`config.mk`:
```
export PLATFORM = sky130hd
export DESIGN_NAME = sfp_cmd
export DESIGN_NICKNAME = d
export VERILOG_FILES = /design/src/hw/sfp_pkg.sv /design/src/hw/sfp_cmd.sv
export VERILOG_INCLUDE_DIRS = /design/src /design/src/hw
export SDC_FILE = /design/constraint.sdc
export NUM_CORES = 1
export LEC_CHECK = 0
export BUFFER_PORTS_ARGS = -buffer_cell sky130_fd_sc_hd__buf_2
export CORE_MARGIN = 2
export CORE_UTILIZATION = 55
export CTS_BUF_LIST = sky130_fd_sc_hd__clkbuf_8
export CTS_CLUSTER_DIAMETER = 30
export CTS_CLUSTER_SIZE = 30
export DETAILED_ROUTE_END_ITERATION = 12
export GPL_TIMING_DRIVEN = 0
export PLACE_DENSITY_LB_ADDON = 0.3
export SLEW_MARGIN = 20
export SYNTH_ARGS = -nofsm -noshare
export SYNTH_HDL_FRONTEND = slang
export SYNTH_SLANG_ARGS = --single-unit
```
`constraint.sdc`:
```
create_clock -name i_clk -period 15.3 [get_ports i_clk]
set_input_delay 4.59 -clock i_clk [delete_from_list [all_inputs] [get_ports i_clk]]
set_output_delay 4.59 -clock i_clk [all_outputs]
set_load 0.005 [all_outputs]
```
`src/hw/sfp_map.svh`:
```
`ifndef SFP_MAP_SVH
`define SFP_MAP_SVH
// opcodes
`define SFP_OP_WRSTAT 8'h01
`define SFP_OP_WRITE_ENABLE_CMD 8'h06
`define SFP_OP_WRDIS 8'h04
`define SFP_OP_RDSTAT 8'h05
`define SFP_OP_SECT 8'h20
`define SFP_OP_BLOCK 8'hd8
`define SFP_OP_CHIP1 8'h60
`define SFP_OP_CHIP2 8'hc7
`define SFP_OP_PROG 8'h02
`define SFP_OP_DREAD 8'h3b
// status bit positions
`define SFP_ST_BUSY 0
`define SFP_ST_WEL 1
`define SFP_ST_BP_LO 2
`define SFP_ST_BP_HI 4
`define SFP_ST_LOCK 7
// reset values
`define SFP_BP_RST 3'h7
`define SFP_LOCK_RST 1'h0
// bus cycle length in bits
`define SFP_BITS 4'h8
`endif

```
`src/hw/sfp_pkg.sv`:
```
package sfp_pkg;
   typedef enum logic [2:0] {
      SFP_OPC = 3'b000,
      SFP_ADR = 3'b001,
      SFP_DAT = 3'b011,
      SFP_DUM = 3'b010,
      SFP_OUT = 3'b110,
      SFP_IGN = 3'b111
   } sfp_phase_t;
   typedef struct packed {
      logic [2:0] bp;
      logic lock;
      logic write_enable_latch;
   } sfp_status_t;
   typedef struct packed {
      logic valid;
      logic [1:0] kind;
      logic [23:0] addr;
   } sfp_erase_t;
endpackage : sfp_pkg

```
`src/hw/sfp_cmd.sv`:
```
`include "sfp_map.svh"
module sfp_cmd
   import sfp_pkg::*;
(
   // clock and reset
   input wire logic i_clk,
   input wire logic i_rst,
   // serial pins
   input wire logic i_cs_n,
   input wire logic i_sck,
   input wire logic i_si,
   input wire logic i_hold_n,
   input wire logic i_wp_n,
   output logic o_so,
   output logic o_so_oe,
   output logic o_io1,
   output logic o_io1_oe,
   // array side
   input wire logic i_busy,
   input wire logic [7:0] i_rd_data,
   output logic o_rd_req,
   output logic [23:0] o_addr,
   output logic o_erase_go,
   output logic [1:0] o_erase_kind,
   output logic o_prog_go,
   output logic [7:0] o_prog_data,
   output logic o_refused,
   output logic [7:0] o_status
);
   ////////////////////////////////////////////////////////////////////
   // pin synchronisers
   logic [4:0] sync1, sync2, pins_d;
   always_ff @(posedge i_clk or posedge i_rst) begin
      if (i_rst) begin
         sync1 <= 5'h1f;
         sync2 <= 5'h1f;
         pins_d <= 5'h1f;
      end else begin
         sync1 <= {i_cs_n, i_sck, i_si, i_hold_n, i_wp_n};
         sync2 <= sync1;
         pins_d <= sync2;
      end
   end
   logic cs_n, sck, si, hold_n, wp_n, sck_rise, sck_fall, cs_rise;
   assign {cs_n, sck, si, hold_n, wp_n} = sync2;
   assign sck_rise = sck & ~pins_d[3];
   assign sck_fall = ~sck & pins_d[3];
   assign cs_rise = cs_n & ~pins_d[4];

   ////////////////////////////////////////////////////////////////////
   // pause control
   logic paused, next_paused;
   always_comb begin
      next_paused = paused;
      if (cs_n) next_paused = 1'b0;
      else if (!sck && !hold_n) next_paused = 1'b1;
      else if (!sck && hold_n) next_paused = 1'b0;
   end
   always_ff @(posedge i_clk or posedge i_rst) begin
      if (i_rst) paused <= 1'b0;
      else paused <= next_paused;
   end
   logic live_rise, live_fall;
   assign live_rise = sck_rise & ~cs_n & ~paused;
   assign live_fall = sck_fall & ~cs_n & ~paused;

   ////////////////////////////////////////////////////////////////////
   // command engine
   sfp_phase_t phase, next_phase;
   logic [7:0] opc, next_opc, shf, next_shf, oshf, next_oshf;
   logic [3:0] bcnt, next_bcnt;
   logic [1:0] acnt, next_acnt;
   logic [23:0] addr, next_addr;
   logic [2:0] bp, next_bp;
   logic lock, next_lock, write_enable_latch, next_wel, drive, next_drive, dual, next_dual;
   logic erase_go, next_erase_go, prog_go, next_prog_go, rd_req, next_rd_req;
   logic refused, next_refused, stat_ok, got_prog, next_got_prog;
   logic [1:0] ekind, next_ekind;
   logic [7:0] pdata, next_pdata, sbyte, stat;
   logic [23:0] prot_base;
   logic hit_prot;
   assign stat_ok = wp_n | ~lock;
   // upper fraction: level n protects top 2^(n-1) blocks of 64
   always_comb begin
      case (bp)
         3'h0: prot_base = 24'h400000;
         3'h1: prot_base = 24'h3f0000;
         3'h2: prot_base = 24'h3e0000;
         3'h3: prot_base = 24'h3c0000;
         3'h4: prot_base = 24'h380000;
         3'h5: prot_base = 24'h300000;
         3'h6: prot_base = 24'h200000;
         default: prot_base = 24'h000000;
      endcase
   end
   assign hit_prot = (addr[21:0] >= prot_base[21:0]) & (bp != 3'h0);
   assign sbyte = {shf[6:0], si};
   always_comb begin
      stat = 8'h00;
      stat[`SFP_ST_BUSY] = i_busy;
      stat[`SFP_ST_WEL] = write_enable_latch;
      stat[`SFP_ST_BP_HI:`SFP_ST_BP_LO] = bp;
      stat[`SFP_ST_LOCK] = lock;
   end
   always_comb begin
      next_phase = phase;
      next_opc = opc;
      next_shf = shf;
      next_oshf = oshf;
      next_bcnt = bcnt;
      next_acnt = acnt;
      next_addr = addr;
      next_bp = bp;
      next_lock = lock;
      next_wel = write_enable_latch;
      next_drive = drive;
      next_dual = dual;
      next_erase_go = 1'b0;
      next_prog_go = 1'b0;
      next_rd_req = 1'b0;
      next_refused = 1'b0;
      next_ekind = ekind;
      next_pdata = pdata;
      next_got_prog = got_prog;
      // program address steps only after the byte and its address left together
      if (prog_go) next_addr = {addr[23:8], addr[7:0] + 8'h1};
      if (cs_rise) begin
         // completion checks only on a whole-byte boundary
         if (bcnt == 4'h0 && !paused) begin
            if (phase == SFP_ADR || phase == SFP_IGN) begin
               if (opc == `SFP_OP_SECT || opc == `SFP_OP_BLOCK) begin
                  if (acnt == 2'h3 && write_enable_latch && !hit_prot && !i_busy) begin
                     next_erase_go = 1'b1;
                     next_ekind = (opc == `SFP_OP_SECT) ? 2'h0 : 2'h1;
                  end else next_refused = 1'b1;
                  next_wel = 1'b0;
               end
            end
            if (phase == SFP_OPC && (opc == `SFP_OP_CHIP1 || opc == `SFP_OP_CHIP2)) begin
               if (write_enable_latch && bp == 3'h0 && !i_busy) begin
                  next_erase_go = 1'b1;
                  next_ekind = 2'h2;
               end else next_refused = 1'b1;
               next_wel = 1'b0;
            end
            if (phase == SFP_OPC && opc == `SFP_OP_WRITE_ENABLE_CMD) next_wel = 1'b1;
            if (phase == SFP_OPC && opc == `SFP_OP_WRDIS) next_wel = 1'b0;
            if (got_prog) next_wel = 1'b0;
         end
         next_phase = SFP_OPC;
         next_bcnt = 4'h0;
         next_acnt = 2'h0;
         next_drive = 1'b0;
         next_dual = 1'b0;
         next_got_prog = 1'b0;
      end else if (cs_n) begin
         next_phase = SFP_OPC;
         next_bcnt = 4'h0;
         next_acnt = 2'h0;
         next_drive = 1'b0;
         next_dual = 1'b0;
      end else if (live_fall && drive && bcnt != 4'h0) begin
         next_oshf = dual ? {oshf[5:0], 2'h0} : {oshf[6:0], 1'b0};
      end else if (live_rise) begin
         next_shf = sbyte;
         next_bcnt = (bcnt == `SFP_BITS - 4'h1) ? 4'h0 : bcnt + 4'h1;
         if (phase == SFP_OUT && dual) next_bcnt = (bcnt == 4'h3) ? 4'h0 : bcnt + 4'h1;
         if (phase == SFP_OUT && next_bcnt == 4'h0) begin
            next_addr = addr + 24'h1;
            next_rd_req = ~dual | 1'b1;
            next_oshf = dual ? i_rd_data : stat;
            if (!dual) next_oshf = (opc == `SFP_OP_RDSTAT) ? stat : i_rd_data;
         end
         if (bcnt == `SFP_BITS - 4'h1 && phase != SFP_OUT) begin
            case (phase)
               SFP_OPC: begin
                  next_opc = sbyte;
                  case (sbyte)
                     `SFP_OP_SECT, `SFP_OP_BLOCK, `SFP_OP_PROG, `SFP_OP_DREAD:
                        next_phase = SFP_ADR;
                     `SFP_OP_WRSTAT: next_phase = SFP_DAT;
                     `SFP_OP_RDSTAT: begin
                        next_phase = SFP_OUT;
                        next_drive = 1'b1;
                        next_oshf = stat;
                     end
                     default: next_phase = SFP_OPC;
                  endcase
               end
               SFP_ADR: begin
                  next_addr = {addr[15:0], sbyte};
                  next_acnt = acnt + 2'h1;
                  if (acnt == 2'h2) begin
                     if (opc == `SFP_OP_DREAD) next_phase = SFP_DUM;
                     else if (opc == `SFP_OP_PROG) next_phase = SFP_DAT;
                     else next_phase = SFP_IGN;
                  end
               end
               SFP_DUM: begin
                  next_phase = SFP_OUT;
                  next_drive = 1'b1;
                  next_dual = 1'b1;
                  next_rd_req = 1'b1;
                  next_oshf = i_rd_data;
                  next_addr = addr + 24'h1;
               end
               SFP_DAT: begin
                  if (opc == `SFP_OP_WRSTAT) begin
                     if (write_enable_latch && stat_ok) begin
                        next_bp = sbyte[`SFP_ST_BP_HI:`SFP_ST_BP_LO];
                        next_lock = sbyte[`SFP_ST_LOCK];
                     end else next_refused = 1'b1;
                     next_wel = 1'b0;
                     next_phase = SFP_IGN;
                  end else begin
                     if (write_enable_latch && !hit_prot && !i_busy) begin
                        next_prog_go = 1'b1;
                        next_pdata = sbyte;
                     end else next_refused = 1'b1;
                     next_got_prog = 1'b1;
                  end
               end
               default: next_phase = SFP_IGN;
            endcase
         end
      end
   end
   always_ff @(posedge i_clk or posedge i_rst) begin
      if (i_rst) begin
         phase <= SFP_OPC;
         opc <= 8'h00;
         shf <= 8'h00;
         oshf <= 8'h00;
         bcnt <= 4'h0;
         acnt <= 2'h0;
         addr <= 24'h000000;
         bp <= `SFP_BP_RST;
         lock <= `SFP_LOCK_RST;
         write_enable_latch <= 1'b0;
         drive <= 1'b0;
         dual <= 1'b0;
         erase_go <= 1'b0;
         prog_go <= 1'b0;
         rd_req <= 1'b0;
         refused <= 1'b0;
         ekind <= 2'h0;
         pdata <= 8'h00;
         got_prog <= 1'b0;
      end else begin
         phase <= next_phase;
         opc <= next_opc;
         shf <= next_shf;
         oshf <= next_oshf;
         bcnt <= next_bcnt;
         acnt <= next_acnt;
         addr <= next_addr;
         bp <= next_bp;
         lock <= next_lock;
         write_enable_latch <= next_wel;
         drive <= next_drive;
         dual <= next_dual;
         erase_go <= next_erase_go;
         prog_go <= next_prog_go;
         rd_req <= next_rd_req;
         refused <= next_refused;
         ekind <= next_ekind;
         pdata <= next_pdata;
         got_prog <= next_got_prog;
      end
   end

   ////////////////////////////////////////////////////////////////////
   // registered outputs
   always_ff @(posedge i_clk or posedge i_rst) begin
      if (i_rst) begin
         o_so <= 1'b0;
         o_so_oe <= 1'b0;
         o_io1 <= 1'b0;
         o_io1_oe <= 1'b0;
         o_rd_req <= 1'b0;
         o_addr <= 24'h000000;
         o_erase_go <= 1'b0;
         o_erase_kind <= 2'h0;
         o_prog_go <= 1'b0;
         o_prog_data <= 8'h00;
         o_refused <= 1'b0;
         o_status <= 8'h1c;
      end else begin
         o_so <= oshf[7];
         o_so_oe <= drive & ~paused & ~cs_n;
         o_io1 <= oshf[6];
         o_io1_oe <= drive & dual & ~paused & ~cs_n;
         o_rd_req <= rd_req;
         o_addr <= addr;
         o_erase_go <= erase_go;
         o_erase_kind <= ekind;
         o_prog_go <= prog_go;
         o_prog_data <= pdata;
         o_refused <= refused;
         o_status <= stat;
      end
   end
endmodule : sfp_cmd

```
**Yosys cells after proc, flatten, opt, wreduce, memory -nomap -nowiden**

Cells that the tools add are included.

- $add $sub $neg: 4
- Multipliers: 0
- Div/mod/pow operators: 0
- $lt $le $gt $ge: 1
- Equal/unequal tests: 42
- Shift operators: 0
- Mux-type cells: 126
- Bitwise operators: 23
- Reductions and logical operators: 58

Operators by type and width:

| operator | count |
|---|---|
| 22-bit case mux with 7 select lines | 1 |
| 24-bit two-way mux | 6 |
| 1-bit two-way mux | 74 |
| 8-bit two-way mux | 9 |
| 24-bit case mux with 2 select lines | 1 |
| 4-bit two-way mux | 11 |
| 8-bit by 3-bit equality test with 1-bit output, second input constant | 4 |
| 8-bit by 6-bit equality test with 1-bit output, second input constant | 4 |
| 3-bit two-way mux | 9 |
| 24-bit by 1-bit adder with 24-bit output, second input constant | 1 |
| 8-bit equality test, second input constant | 3 |
| 22-bit greater-or-equal comparator | 1 |
| 2-bit two-way mux | 11 |
| 1-bit logical AND | 19 |
| 3-bit nonzero test | 6 |
| 8-bit by 1-bit equality test with 1-bit output, second input constant | 2 |
| 8-bit by 2-bit equality test with 1-bit output, second input constant | 2 |
| 8-bit case mux with 2 select lines | 1 |
| 8-bit AND reduction | 2 |
| 3-bit equality test, second input constant | 5 |
| 1-bit AND | 13 |
| 3-bit by 2-bit equality test with 1-bit output, second input constant | 4 |
| 6-bit by 1-bit inequality test with 1-bit output, second input constant | 2 |
| 3-bit case mux with 4 select lines | 1 |
| other kinds (30) | 62 |

- Bits in registers: 142
- Bits in latches: 0
- Bits in writable memories: 0
- Bits in read-only memories: 0
- Input bits: 16
- Memories kept: 0

**Logic depth before layout (Yosys ltp)**

- Depth after elaboration: 18
- Depth in mapped cells: 10
- Gate-level depth less buffers: 9

**Worst setup path after synthesis**

Ideal clock, no wire load.

- Path type: input-to-reg
- Start: input port i_busy
- End: register pdata[0]
- Library setup time: 0.125 ns
- Arrival time: 5.860 ns
- Required time: 15.175 ns
- Slack: 9.315 ns
- Stages: 5
- Buffers on the path: 0
- Cell sequence: nand2b_1 or4_1 o21ai_0 nand2_1 mux2_2

- Cells in the longest elaborated chain, start to end: 3

Ends and longest elaborated chain:

| what | line | RTL |
|---|---|---|
| start, declared | sfp_cmd.sv:19 | `input wire logic i_busy,` |
| 1-bit zero test | sfp_cmd.sv:216 | `if (write_enable_latch && !hit_prot && !i_busy) begin` |
| 1-bit logical AND | sfp_cmd.sv:216 |  |
| 8-bit AND reduction (no source line) | - |  |
| end signal, assigned | sfp_cmd.sv:267 | `pdata <= next_pdata;` |
| end, declared | sfp_cmd.sv:79 | `logic [7:0] pdata, next_pdata, sbyte, stat;` |

No other way between the ends.
A chain may end at the register's enable or synchronous reset.

**Worst setup path in the final report**

- Start: input port i_busy
- End: register pdata[4]

Same word-level chain as after synthesis.

==> summary.txt <==
Run status
  • Status: complete, no violations

STA
  • Worst-case clock skew: ~0.014 ns
  • Worst Max-Slew Pin Slew: 0.765 ns
  • Hold_ws: about 0.36 ns
  • RSZ-0062 raised after global routing: no
  • F_max: 159 MHz
  • Period utilization: between 40 and 50%
  • Final setup TNS: 0 ns
  • Setup-failing EPs final: 0
  • Normalized max-slew margin: 48.6%
  • Slew Viols, Final: 0
  • Final WS setup: 9.01 ns
  • Tmin final: approximately 6.3 ns
  • Final hold violation count: 0

Synthesis
  • Sequential fraction of the synthesis area: between 50% and 60%
  • Simple-gate share of the synthesized area: 18.6%
  • Compound-gate portion of the synthesized area: between 10% and 20%
  • FFs w/ async S/R, synth: between 90% and 100%
  • Synth Area in XOR/XNOR: 1.44%
  • Synthesized-area fraction occupied by adder cells: 2.43%
  • Warnings from Yosys: 0
  • Synth Instances: about 650
  • Largest family of logic cells by synthesized area: simple AND/OR/NAND/NOR gates
  • Mux share of post-synthesis cell area: around 5.5%
  • Synth Cell Area: roughly 6700 um^2
  • Synth Register Bits: 139
  • Ys flop type: dfrtp_1
  • Post-synth EDFFs: 0
  • Syn avg cell area: 10.2 um^2
  • Netlist cell types: 79

Drt
  • Drt pass-1 iters: 5
  • Antenna-violating nets left: 0
  • WL per Instance: approximately 20 um
  • Initial DRC count: between 400 and 500
  • Routed via count: roughly 5,500
  • DRC viols: 0
  • DR vias/cell: 6.13
  • DRT Wirelength: 17,600 um

Power and ir drop
  • Leakage: roughly 3.5 nW
  • Total power: 0.000767 W
  • Pwr per Cell Area: approximately 100 nW/um^2
  • Max rail drop VDD: about 0.076 mV

Global route
  • Vias in the first global route: roughly 5,400
  • GRT Total Usage: between 20% and 30%
  • Grt total ovfl: 0
  • Largest net degree at the start of global routing: approximately 110
  • First-pass GRT wire length: between 20,000 and 30,000 um
  • Initial antenna violation count: 0

Floorplan
  • Die Footprint: about 13,000 um^2
  • Initial Util: a little under three fifths
  • Core ar.: around 12,000 um^2
  • Die width: between 100 and 150 um
  • Die height: ~110 um
  • Site Rows: 40
  • # IOs: 66

Finish
  • Area occupied by registers: about 3500 um^2
  • Share of post-route cells with drive strength above 1: a little over a fifth
  • Area grow syn2layout: 14.4%
  • Nets: around 770
  • Most frequent cells in the layout: dfrtp_1, nand2_1, buf_2
  • Ant. Diodes: 0
  • Filler Cells Inserted: about 1,000
  • Commonest non-fill, non-tap cell in the layout: dfrtp_1
  • Multi-input gate area: approximately 3000 um^2

Placed design
  • Global placer's final weighted congestion: roughly 0.87
  • Worst slack, placed: ~8.6 ns
  • Port Buffer Count: 63
  • DP Wirelength: roughly 12,000 um

Clock network
  • TritonCTS sink count: 139
  • CTS Hold Bufs: 0
  • Setup repair bufs after CTS: 0
  • CTS Buffer Depth: 2
  • Clock-pin slew on the worst setup and hold paths: approximately 0.080 ns
  • TritonCTS clock tree: done
  • CTS root buf: clkbuf_8
  • CTS Buf Count: 17
  • Post-CTS sizing: 0
  • Latest clock arrival within the worst-skew pair: roughly 0.48 ns
  • H-tree Lvls: 4

Run
  • MaxCap Viol Count: 0

Setup path
  • Required @ worst endpoint: between 15 and 20 ns
  • Worst setup EP type: register
  • CP max stage cell: or4_1
  • Crit-path cells: buf_2, nand2b_1, or4_1, o21ai_0, nand2_1, mux2_2
  • Top delay family on crit path: simple AND/OR/NAND/NOR gates
  • WP buf/inv: 1
  • Arrival time of the worst setup path: approximately 6.6 ns
  • CP max FO: 9
  • Startpoint types: primary input
  • Critical setup path kind: in2reg
  • Max stage delay on crit path: between 0.5 and 0.6 ns

Hold path
  • Worst min path class: reg2reg
==> metrics by stage <==
| step | instances | utilization [%] | instance area, um^2 |
|---|---|---|---|
| final | 897 | 64.0 | 7660 |
| after global routing | 897 | 64.0 | 7660 |
| after global placement | 864 | 60.2 | 7200 |
| after floorplan | 654 | - | 6700 |
| after detailed placement | 865 | 60.4 | 7230 |
| after CTS | 897 | 64.0 | 7660 |
==> state kept, by name (all words and copies together) (netlist names), 6 cells and up <==
register and count:
addr 24, o_addr 24, o_prog_data 8, opc 8, oshf 8, pdata 8, shf 7, o_status 6
==> Yosys cell counts (5+ instances only) <==
cell,n,area [um^2]
dfrtp_1,121,3030
nand2_1,77,289
o21ai_0,41,205
nor2_1,39,146
clkbuf_1,30,113
a21oi_1,29,145
mux2_2,24,270
nand3_1,20,100
dfstp_2,18,473
inv_1,18,67.6
and3_1,14,87.6
ha_1,13,163
nand4_1,12,75.1
mux2i_1,10,100
nor3_1,10,50.1
nand2b_1,9,56.3
nor4_1,9,56.3
o22ai_1,8,50.1
a22oi_1,6,45.0
buf_2,6,30.0
o211ai_1,6,45.0
xor2_1,6,52.6
a21o_1,5,37.5
a221oi_1,5,43.8
a2bb2oi_1,5,43.8
nor2b_1,5,31.3
nor3b_1,5,37.5
o31ai_1,5,37.5
or3_1,5,31.3
or4_1,5,37.5
xnor2_1,5,43.8
==> worst paths after layout <==
check                      startpoint         end  slack (ns)  cells past startpoint
setup / recovery               i_busy    pdata[4]        9.01                      6
hold / removal               sync1[1]    sync2[1]        0.36                      0
setup reg to reg                bp[1]    pdata[4]       11.87                     10
hold reg to reg              sync1[1]    sync2[1]        0.36                      0
max in group asynchronous       i_rst    sync1[3]       10.45                      3
min in group asynchronous       i_rst  o_addr[14]        4.07                      2
==> layer usage <==
layer  vias up  GRT usage [%]  routed length (um)
li1       2540              -                   -
met1      2710           38.8                7840
met2       211           44.1                8270
met3        40           5.24                 998
met4         0           13.3                 451
met5         -              0                   0
==> kinds of logic after synthesis <==
group	Yosys count
fa+ha+maj	13
simple gates	237
mux	34
compound gates	155
other cells	1
xor+xnor	11
flops	139
buf+inv	63
==> layout make-up <==
class	count	area share, %
plain buffers	45	2.73
clock buffers	19	3.42
clock inverters	13	2.16
inverters	18	0.980
multi-input cells	452	38.1
flip-flops and latches	139	45.7
well taps	147	2.40
repair buffers	64	4.48
==> where the power goes <==
part           switching, W  leakage (nW)  internal [W]
clock              0.000149         0.211      0.000171
combinational     0.0000364          1.49     0.0000179
sequential        0.0000130          1.82      0.000380
total              0.000199          3.53      0.000568
No activity file was read; power rests on OpenSTA's default activity.
